**src/inc/xim_pkg.sv**
```systemverilog
`default_nettype none
// ****************************************************************
// Constants and types of the shared vector mux and trap unit.
// ****************************************************************
package xim_pkg;
   // Register byte offsets on the bus.
   localparam logic [7:0] OFS_SEL0 = 8'h00; // Select register 0, the others follow by word.
   localparam logic [7:0] OFS_TFR = 8'h10; // Trap flag register.
   localparam logic [7:0] OFS_TSTAT = 8'h14; // Trap service status, read only.
   localparam int NVEC = 4; // Shared vectors.
   localparam int NSRC = 14; // Event sources.
   localparam logic [15:0] SEL_RST = 16'h0000; // Select register reset value.
   localparam logic [15:0] TFR_RST = 16'h0000; // Trap flag reset value.
   // Source indices.
   localparam logic [3:0] S_CAN_CONTROLLER_ONE = 4'h0, S_CAN_CONTROLLER_TWO = 4'h1, S_SECOND_PULSE_UNIT = 4'h2, S_I2RX = 4'h3;
   localparam logic [3:0] S_I2TX = 4'h4, S_SSRX = 4'h5, S_SSTX = 4'h6, S_ASRX = 4'h7;
   localparam logic [3:0] S_ASTX = 4'h8, S_ASTB = 4'h9, S_I2ER = 4'hA, S_SSER = 4'hB;
   localparam logic [3:0] S_ASER = 4'hC, S_UNLK = 4'hD, S_NONE = 4'hF;
   // Source feeding each flag bit of each vector, bit 7 first.
   localparam logic [3:0][7:0][3:0] SRC_MAP = '{
      '{S_NONE, S_UNLK, S_ASER, S_SSER, S_I2ER, S_SECOND_PULSE_UNIT, S_CAN_CONTROLLER_TWO, S_CAN_CONTROLLER_ONE},
      '{S_ASTB, S_ASTX, S_ASRX, S_SSTX, S_SSRX, S_I2TX, S_I2RX, S_SECOND_PULSE_UNIT},
      '{S_ASTB, S_ASTX, S_ASRX, S_SSTX, S_SSRX, S_I2TX, S_I2RX, S_CAN_CONTROLLER_TWO},
      '{S_ASTB, S_ASTX, S_ASRX, S_SSTX, S_SSRX, S_I2TX, S_I2RX, S_CAN_CONTROLLER_ONE}};
   // Trap flag bit positions.
   localparam int TF_NMI = 15, TF_STACK_OVER_FLAG = 14, TF_STACK_UNDER_FLAG = 13;
   localparam int TF_B0 = 0; // Class B flags sit in bits 5:0.
   // Vector locations and trap numbers.
   localparam logic [23:0] VEC_RESET = 24'h000000;
   localparam logic [23:0] VEC_NMI = 24'h000008;
   localparam logic [23:0] VEC_STACK_OVER_FLAG = 24'h000010;
   localparam logic [23:0] VEC_STACK_UNDER_FLAG = 24'h000018;
   localparam logic [23:0] VEC_B = 24'h000028;
   localparam logic [7:0] NUM_RESET = 8'h00, NUM_NMI = 8'h02, NUM_STACK_OVER_FLAG = 8'h04;
   localparam logic [7:0] NUM_STACK_UNDER_FLAG = 8'h06, NUM_B = 8'h0A;
   localparam logic [3:0] ILVL_MAX = 4'hF; // Forced priority level.
   // Service priority ranks.
   localparam logic [2:0] PRI_NONE = 3'h0, PRI_SW = 3'h1, PRI_B = 3'h2;
   localparam logic [2:0] PRI_A = 3'h3, PRI_RST = 3'h4;
   typedef enum logic [2:0] {
      XIM_IDLE = 3'b001,
      XIM_HWSVC = 3'b010,
      XIM_SWSVC = 3'b100
   } xim_state_e;
   // Trap requests from the core.
   typedef struct packed {
      logic sw_reset;
      logic wdt_ovf;
      logic nmi;
      logic stack_over_flag;
      logic stack_under_flag;
      logic [5:0] cls_b; // Order: bad_extbus, bad_fetch, bad_operand, protected_fault, muladd, bad_opcode.
      logic sw_trap;
      logic [6:0] sw_num;
      logic done;
   } xim_trap_in_s;
   // Trap branch towards the core.
   typedef struct packed {
      logic take;
      logic [23:0] vec;
      logic [7:0] num;
   } xim_trap_out_s;
endpackage
`default_nettype wire

```
**src/rtl/xim_unit.sv**
```systemverilog
// Decided for this implementation: the AHB-Lite interface to the registers and the placing of the registers.
`default_nettype none
// Notes on behaviour
// - Four 16-bit select registers, indices 0-3.
// - High byte holds per-source enable bits.
// - Vector requests only from enabled flagged sources.
// - Flags set even while source disabled.
// - Receive/transmit sources on vectors 0-2 only.
// - Errors, unlock on 3; CAN, PWM fixed.
// - Resets go to 000000, number 00, top.
// - Class A traps have dedicated vectors.
// - Class B share vector 000028, number 0A.
// - Class A rank below resets, above B.
// - Six class B conditions, each own flag.
// - Priority level forced to 15 in hardware trap service.
// - Every hardware trap sets its flag bit.
// - Hardware trap service blocks interrupts; preemption.
module xim_unit
   import xim_pkg::*;
(
   input wire logic clk_sys_i,
   input wire logic srst_i,
   // AHB-Lite slave port.
   input wire logic hsel_i,
   input wire logic [7:0] haddr_i,
   input wire logic [1:0] htrans_i,
   input wire logic hwrite_i,
   input wire logic [2:0] hsize_i,
   input wire logic hready_i,
   input wire logic [31:0] hwdata_i,
   output logic [31:0] hrdata_o,
   output logic hreadyout_o,
   output logic hresp_o,
   // Peripheral event pulses.
   input wire logic [NSRC-1:0] src_evt_i,
   // Trap requests and the core's own priority level.
   input wire xim_trap_in_s trap_i,
   input wire logic [3:0] cpu_ilvl_i,
   // Towards the core.
   output logic [NVEC-1:0] shared_vector_o,
   output xim_trap_out_s trap_o,
   output logic [3:0] cpu_priority_level_o,
   output logic irq_block_o
);
   // ****************************************************************
   // State.
   // ****************************************************************
   typedef struct packed {
      logic [NVEC-1:0][15:0] sel; // Select registers.
      logic [15:0] trap_flag_register; // Trap flags.
      logic pend_rst; // Reset branch pending.
      logic [2:0] pend_a; // Class A pending, bit 0 highest.
      logic pend_b; // Class B pending.
      logic pend_sw; // Software trap pending.
      logic [6:0] sw_num; // Its number.
      logic [2:0] cur_pri; // Rank of the service in progress.
      xim_state_e state; // Service state.
      xim_trap_out_s tout; // Branch output.
      logic dph; // Bus data phase active.
      logic dwr; // Data phase is a write.
      logic [7:0] daddr; // Data phase address.
   } xim_st_s;

   xim_st_s st_r; // Registered state.
   xim_st_s st_nxt; // Its next value.
   logic [NVEC-1:0][7:0] vec_evt; // Events routed to each flag bit.
   logic hw_svc; // A hardware trap is being serviced.
   logic [31:0] rd_data; // Read mux result.

   // ****************************************************************
   // Source routing.
   // ****************************************************************
   // Each flag bit but bit 7 of vector 3 listens to one fixed source; a source absent from a
   // vector simply has no bit there, so it can never reach it.
   for (genvar v = 0; v < NVEC; v++) begin : g_vec
      for (genvar b = 0; b < 8; b++) begin : g_bit
         if (SRC_MAP[v][b] == S_NONE) begin : g_none
            assign vec_evt[v][b] = 1'b0;
         end else begin : g_src
            assign vec_evt[v][b] = src_evt_i[SRC_MAP[v][b]];
         end
      end
   end

   assign hw_svc = (st_r.state == XIM_HWSVC);

   // ****************************************************************
   // Outputs.
   // ****************************************************************
   // Requests are gated by the enable byte and held off during hardware trap
   // service; pending flags stay and request again afterwards.
   always_comb begin
      for (int v = 0; v < NVEC; v++) begin
         shared_vector_o[v] = (|(st_r.sel[v][15:8] & st_r.sel[v][7:0])) && !hw_svc;
      end
   end

   // The level is overridden only for hardware traps and resets; a
   // software trap runs at the caller's level.
   assign cpu_priority_level_o = hw_svc ? ILVL_MAX : cpu_ilvl_i;
   assign irq_block_o = hw_svc;
   assign trap_o = st_r.tout;
   assign hreadyout_o = 1'b1;
   assign hresp_o = 1'b0;
   assign hrdata_o = rd_data;

   // Read mux on the data phase address; unmapped words read zero.
   always_comb begin
      rd_data = 32'h00000000;
      if (st_r.dph && !st_r.dwr) begin
         case (st_r.daddr)
            OFS_SEL0, OFS_SEL0 + 8'h04, OFS_SEL0 + 8'h08, OFS_SEL0 + 8'h0C: begin
               rd_data = {16'h0000, st_r.sel[st_r.daddr[3:2]]};
            end
            OFS_TFR: begin
               rd_data = {16'h0000, st_r.trap_flag_register};
            end
            OFS_TSTAT: begin
               rd_data = {26'h0000000, st_r.cur_pri, st_r.state};
            end
            default: begin
               rd_data = 32'h00000000;
            end
         endcase
      end
   end

   // ****************************************************************
   // Next state.
   // ****************************************************************
   // Clears happen first and sets afterwards, so an event landing in
   // the same cycle as a software clear survives.
   always_comb begin
      logic [2:0] pick_pri;
      logic [23:0] pick_vec;
      logic [7:0] pick_num;
      logic sel_wr;
      pick_pri = PRI_NONE;
      pick_vec = VEC_RESET;
      pick_num = NUM_RESET;
      sel_wr = 1'b0;
      st_nxt = st_r;
      st_nxt.tout.take = 1'b0;
      // Bus address phase capture.
      st_nxt.dph = hsel_i && htrans_i[1] && hready_i;
      st_nxt.dwr = hwrite_i;
      st_nxt.daddr = haddr_i;
      // Data phase write.
      if (st_r.dph && st_r.dwr) begin
         sel_wr = (st_r.daddr[7:4] == OFS_SEL0[7:4]) && (st_r.daddr[1:0] == 2'b00);
         if (sel_wr) begin
            st_nxt.sel[st_r.daddr[3:2]][15:8] = hwdata_i[15:8];
            st_nxt.sel[st_r.daddr[3:2]][7:0] = st_r.sel[st_r.daddr[3:2]][7:0] & ~hwdata_i[7:0];
         end
         if (st_r.daddr == OFS_TFR) begin
            st_nxt.trap_flag_register = st_r.trap_flag_register & ~hwdata_i[15:0];
         end
      end
      // Flags follow events regardless of enables.
      for (int v = 0; v < NVEC; v++) begin
         st_nxt.sel[v][7:0] = st_nxt.sel[v][7:0] | vec_evt[v];
      end
      // Trap priority pick; the first hit wins.
      if (st_r.pend_rst) begin
         pick_pri = PRI_RST;
         pick_vec = VEC_RESET;
         pick_num = NUM_RESET;
      end else if (st_r.pend_a[0]) begin
         pick_pri = PRI_A;
         pick_vec = VEC_NMI;
         pick_num = NUM_NMI;
      end else if (st_r.pend_a[1]) begin
         pick_pri = PRI_A;
         pick_vec = VEC_STACK_OVER_FLAG;
         pick_num = NUM_STACK_OVER_FLAG;
      end else if (st_r.pend_a[2]) begin
         pick_pri = PRI_A;
         pick_vec = VEC_STACK_UNDER_FLAG;
         pick_num = NUM_STACK_UNDER_FLAG;
      end else if (st_r.pend_b) begin
         pick_pri = PRI_B;
         pick_vec = VEC_B;
         pick_num = NUM_B;
      end else if (st_r.pend_sw) begin
         pick_pri = PRI_SW;
         pick_vec = {15'h0000, st_r.sw_num, 2'b00};
         pick_num = {1'b0, st_r.sw_num};
      end
      // Service end returns to idle before any new pick is weighed.
      if (trap_i.done && st_r.state != XIM_IDLE) begin
         st_nxt.state = XIM_IDLE;
         st_nxt.cur_pri = PRI_NONE;
      end
      // A trap preempts only a service of strictly lower rank.
      if (pick_pri > st_nxt.cur_pri) begin
         st_nxt.tout.take = 1'b1;
         st_nxt.tout.vec = pick_vec;
         st_nxt.tout.num = pick_num;
         st_nxt.cur_pri = pick_pri;
         case (pick_pri)
            PRI_RST: begin
               st_nxt.pend_rst = 1'b0;
            end
            PRI_A: begin
               st_nxt.pend_a = st_r.pend_a & (st_r.pend_a - 3'h1);
            end
            PRI_B: begin
               st_nxt.pend_b = 1'b0;
            end
            default: begin
               st_nxt.pend_sw = 1'b0;
            end
         endcase
         st_nxt.state = (pick_pri == PRI_SW) ? XIM_SWSVC : XIM_HWSVC;
      end
      // New trap requests set pending and flag bits after the clears.
      if (trap_i.sw_reset || trap_i.wdt_ovf) begin
         st_nxt.pend_rst = 1'b1;
      end
      st_nxt.pend_a = st_nxt.pend_a | {trap_i.stack_under_flag, trap_i.stack_over_flag, trap_i.nmi};
      st_nxt.trap_flag_register[TF_NMI] = st_nxt.trap_flag_register[TF_NMI] | trap_i.nmi;
      st_nxt.trap_flag_register[TF_STACK_OVER_FLAG] = st_nxt.trap_flag_register[TF_STACK_OVER_FLAG] | trap_i.stack_over_flag;
      st_nxt.trap_flag_register[TF_STACK_UNDER_FLAG] = st_nxt.trap_flag_register[TF_STACK_UNDER_FLAG] | trap_i.stack_under_flag;
      st_nxt.trap_flag_register[TF_B0 +: 6] = st_nxt.trap_flag_register[TF_B0 +: 6] | trap_i.cls_b;
      if (|trap_i.cls_b) begin
         st_nxt.pend_b = 1'b1;
      end
      if (trap_i.sw_trap && !st_nxt.pend_sw) begin
         st_nxt.pend_sw = 1'b1;
         st_nxt.sw_num = trap_i.sw_num;
      end
   end

   // ****************************************************************
   // State register.
   // ****************************************************************
   // Reset leaves a reset branch pending, so the core is sent to the
   // reset vector right after release.
   always_ff @(posedge clk_sys_i) begin
      if (srst_i) begin
         st_r <= '0;
         st_r.sel <= {NVEC{SEL_RST}};
         st_r.trap_flag_register <= TFR_RST;
         st_r.pend_rst <= 1'b1;
         st_r.state <= XIM_IDLE;
      end else begin
         st_r <= st_nxt;
      end
   end
endmodule // xim_unit
`default_nettype wire

```
**config.mk**
```make
export PLATFORM = sky130hd
export DESIGN_NAME = xim_unit
export DESIGN_NICKNAME = d
export VERILOG_FILES = /design/src/inc/xim_pkg.sv /design/src/rtl/xim_unit.sv
export SDC_FILE = /design/constraint.sdc
export NUM_CORES = 1
export LEC_CHECK = 0
export BUFFER_PORTS_ARGS = -buffer_cell sky130_fd_sc_hd__buf_2
export CORE_MARGIN = 2
export CORE_UTILIZATION = 39
export DETAILED_ROUTE_END_ITERATION = 10
export SLEW_MARGIN = 5
export SYNTH_ARGS = -nofsm -noshare
export SYNTH_HDL_FRONTEND = slang
export SYNTH_SLANG_ARGS = --single-unit
export TNS_END_PERCENT = 10
```
**constraint.sdc**
```tcl
create_clock -name clk_sys_i -period 2.8 [get_ports clk_sys_i]
set_input_delay 0 -clock clk_sys_i [delete_from_list [all_inputs] [get_ports clk_sys_i]]
set_output_delay 0 -clock clk_sys_i [all_outputs]
set_load 0.005 [all_outputs]
```
Word level (Yosys, flattened, before mapping)
Cells that the tools add are included.

word-level totals
  flip-flop bits (word level) = 142
  input bits = 88
  output and inout bits = 76

operators by class
  add/sub/neg operators = 1
  order comparisons = 3
  equality and inequality tests = 11
  muxes and demuxes = 41
  bitwise operators = 18
  reductions and logical operators = 34

operators by type and width
  kind                                                 number
  bitwise mux 64 bit                                   2
  two-way mux 72 bit                                   1
  demux 16 bit (select 2 bit)                          2
  two-way mux 16 bit                                   4
  two-way mux 56 bit                                   1
  two-way mux 9 bit                                    6
  case mux 16 bit (3 select lines)                     1
  two-way mux 7 bit                                    6
  AND 8 bit                                            5
  two-way mux 39 bit                                   1
  binary-select mux 16 bit (select 2 bit)              1
  OR reduction 8 bit                                   4
  OR 8 bit                                             3
  AND 16 bit                                           1
  equality test 8 x 4 -> 1 bit, second input constant  2
  equality test 8 x 5 -> 1 bit, second input constant  2
  two-way mux 8 bit                                    2
  inverter 16 bit                                      1
  logical AND 1 bit                                    12
  equality test 3 x 2 -> 1 bit, second input constant  3
  two-way mux 3 bit                                    3
  equality test 8 x 3 -> 1 bit, second input constant  1
  zero test 8 bit                                      1
  two-way mux 2 bit                                    4
  other kinds (27)                                     39

Longest topological paths before layout
  depth in word-level cells = 13
  depth in mapped cells = 10

Least setup slack after synthesis
No wires, ideal clock.

  path type = register to register
  start = reg st_r[43] in the netlist's numbering
  end = reg st_r[49] in the netlist's numbering
  library setup time = 0.128 ns
  arrival = 2.239 ns
  setup slack = 0.434 ns
  stages on the path, launching flop included = 9
  buffers on the path = 0
  period minus slack after synthesis = 2.366 ns
  cells stage by stage = dfxtp_1 nor3b_1 o21ai_0 ha_1 inv_1 o41a_1 o32ai_4 mux2i_1 nor2_1

on the way
  longest elaborated chain between the ends = 7

RTL lines
  element                        line             RTL
  start, declared                xim_unit.sv:64   xim_st_s st_r;
  start signal, assigned         xim_unit.sv:247  st_r <= st_nxt;
  != test 3 x 1 -> 1 bit         xim_unit.sv:190  if (trap_i.done && st_r.state != XIM_IDLE) begin
  logical AND 1 bit              xim_unit.sv:190
  two-way mux 6 bit              xim_unit.sv:190
  greater-than comparator 3 bit  xim_unit.sv:195  if (pick_pri > st_nxt.cur_pri) begin
  two-way mux 5 bit              xim_unit.sv:195
  zero test 1 bit                xim_unit.sv:228  if (trap_i.sw_trap && !st_nxt.pend_sw) begin
  logical AND 1 bit              xim_unit.sv:228

No other way between the ends. The select of a mux whose other input is x is not followed.
A chain may end at the register's enable or synchronous reset.

Worst setup path in the final report
  start = reg st_r[1] in the netlist's numbering
  end = reg st_r[66] in the netlist's numbering

on the way
  longest elaborated chain between the ends = 4

RTL lines
  element                       line             RTL
  equality test 8 x 5 -> 1 bit  xim_unit.sv:155  if (st_r.daddr == OFS_TFR) begin
  two-way mux 16 bit            xim_unit.sv:155
  two-way mux 72 bit            xim_unit.sv:149  if (st_r.dph && st_r.dwr) begin
  OR 6 bit                      xim_unit.sv:224  st_nxt.trap_flag_register[TF_B0 +: 6] = st_nxt.trap_flag_register[TF_B0 +: 6] | trap_i.cls_b;

No other way between the ends.

==> impl_results.md <==
- Outcome: finished, final reports clean
- Most common cell after layout, fill and taps aside: dfxtp_1
- GRT Total Usage: 22.9%
- Worst hold path class: in -> reg
- Critical Path AT: 2.97 ns
- Worst Tran Pin Value: 0.917 ns
- Detailed placement HPWL: 12.9 mm
- Share of the yosys chip area belonging to registers: 40.0%
- TritonCTS Buffers: 17
- Critical Path, Cell by Cell: or4_4 > nor3_1 > and3_1 > a21boi_0 > o21a_1 > dlygate4sd3_1
- Final setup viols: 0
- Fin. Hold Viols: 0
- First-pass GRT wire length: 28.6 mm
- Die Ht: 126 µm
- DRC violations left: 0
- Buffers and inverters on the worst path: 1
- Final TNS setup: 0 ns
- FP Rows: 44
- Initial core utilization: 40.1%
- Area delta synth->final: 28.8%
- CTS tree: yes
- Root Buffer: clkbuf_16
- Final instance area: 7540 µm²
- Drt pass-1 iters: 5
- Clock transition at the registers of the reported paths: 0.05 ns
- Slew margin rel.: 38.9%
- Clk sinks: 117
- Main flop type after synthesis: dfxtp_1
- Nets: 914
- Startpoint types: flip-flop
- Dpl cells: 921
- CP max stage delay: 0.56 ns
- Pwr dens: 624 nW/µm²
- Placer Congestion: 0.866
- Synth Instances: 665
- Vias in the first global route: 5404
- Largest net degree at the start of global routing: 83
- Synth Register Bits: 117
- Die width: 126 µm
- YS warnings: 0
- H-Tree Depth: 4
- Port bufs: 107
- Setup Skew: 0.00751 ns
- Max-slew violation count: 0
- GRT overflow: 0
- Vias per cell: 5.51
- Max-cap violations: 0
- Delay-heaviest family, CP: simple AND/OR/NAND/NOR gates
- Slowest cell on the critical path: or4_4
- Tmin final: 2.67 ns
- Period utilization: 95.4%
- Worst setup EP type: flip-flop
- Area leader, netlist: dfxtp_1
- Post-synth EDFFs: 0
- Final Util: 51.7%
- Peak VDD IR: 403 µV
- Layout Cells excl Fill: 1018
- Post-Synthesis Mean Instance Area: 8.80 µm²
- Static leakage: 3.03 nW
- Worst hold slack: 0.131 ns
- Required time of the worst setup path: 3.10 ns
- Total number of vias: 5605
- Synth top area cells: dfxtp_1 40%, buf_4 7.4%, nand2_1 6.4%
- DRT iter0 DRCs: 551
- Yosys top cell area share: 40.0%
- DP Area: 6290 µm²
- Wirelength per Cell: 18.0 µm
- Max clock buf depth: 2
- Clock Latency Late Sink: 0.42 ns
- Layout cell share with drive strength beyond 1: 23.1%
- Final wirelength: 18.4 mm
- Most frequent cells in the layout: 117 x dfxtp_1, 106 x buf_2, 100 x nand2_1
- Top-level port count: 164
- Post-Syn Area: 5850 µm²
- Fmax: 0.375 GHz
- Max FO, Critical Path: 12
- Post-route ant nets: 0
- CORE AREA: 14600 µm²
- Count of cell types in the netlist: 56
- Diodes inserted: 0
- Die area: 16000 µm²
- FFs w/ async S/R, synth: 0%
- Kind of critical path: reg -> reg
- Initial antenna violation count: 0
## cells in the mapped netlist, types with 3 or more instances
| cell | n |
|---|---|
| a221oi_1 | 4 |
| nand3_1 | 8 |
| a21boi_0 | 4 |
| or2_2 | 4 |
| clkbuf_1 | 18 |
| nor4_1 | 5 |
| o21ai_0 | 16 |
| a222oi_1 | 3 |
| nor3_1 | 32 |
| buf_6 | 3 |
| a22o_1 | 4 |
| and3_1 | 4 |
| and2_1 | 4 |
| a211oi_2 | 7 |
| inv_1 | 22 |
| mux2i_1 | 7 |
| nand2_1 | 100 |
| mux4_2 | 16 |
| dfxtp_1 | 117 |
| o21a_1 | 6 |
| buf_2 | 8 |
| a311oi_1 | 10 |
| nor3b_1 | 6 |
| nor2_1 | 49 |
| nor2b_1 | 17 |
| a31oi_1 | 10 |
| buf_4 | 58 |
| nand4_1 | 4 |
| a21oi_1 | 48 |
| a22oi_1 | 21 |
| a211oi_1 | 19 |
## where the power goes
group	internal (mW)	leakage (nW)	switching, mW
combinational	0.333	1.79	0.441
sequential	1.76	0.963	0.0864
clock	1.36	0.276	0.727
total	3.45	3.03	1.25
## kinds of logic (layout without fill, tap and decap cells)
| logic type | count (synthesis) | after routing | share of synthesized area, % |
|---|---|---|---|
| multiplexers | 23 | 23 | 7.36 |
| flip-flops | 117 | 117 | 40.0 |
| AO/OA/AOI/OAI | 165 | 165 | 20.2 |
| AND/OR/NAND/NOR | 245 | 245 | 20.1 |
| adder cells (fa/ha/maj) | 2 | 2 | 0.428 |
| buffers and inverters | 111 | 246 | 11.8 |
| other | 2 | 36 | 0.128 |
## repair_timing
action,4_1_cts,5_1_grt
gates resized for setup,0,1
hold buffers,67,0
setup buffers,0,1
endpoints found under the hold margin,103,0
setup endpoints to repair,0,11
## area by class of cell
cell class                 instances  area [µm²]
clock buffer                      24         482
multi-input combinational        471        2950
inverter                          22        82.6
sequential                       117        2340
tap                              184         230
fill                            1345        7050
timing repair buffer             195        1380
clock inverter                     5        75.1
## worst paths after layout
path | cells after the start | slack, ns | start | endpoint
hold reg to reg | 2 | 0.43 | st_r[69] | st_r[69]
setup / recovery | 6 | 0.13 | st_r[1] | st_r[66]
setup reg to reg | 6 | 0.13 | st_r[1] | st_r[66]
hold / removal | 4 | 0.13 | hwdata_i[3] | st_r[113]
## per-stage QoR
step | setup WS [ns] | total power, mW
after CTS | 0.103 | 4.71
after global placement | 0.228 | 2.55
after floorplan | 0.434 | 2.33
after detailed placement | 0.170 | 2.56
after global routing | -0.0197 | 4.89
final | 0.130 | 4.71
## worst register-to-register path, cell delays in order (launching register included)
cell           delay, ns
dfxtp_1             0.30
or4_4               0.56
nor3_1              0.24
and3_1              0.52
a21boi_0            0.19
o21a_1              0.19
dlygate4sd3_1       0.55
## metal layers
metal  routed length [µm]  track usage, %  part of all wire, %  vias to the layer above
li1                     -               -                    -                     2615
met1                 7970            29.5                   43                     2697
met2                 8720            37.7                   47                      253
met3                 1200            5.31                  6.5                       40
met4                  475            8.14                  2.6                        0
met5                    0               0                    0                        -
No activity file was read; power rests on OpenSTA's default activity.
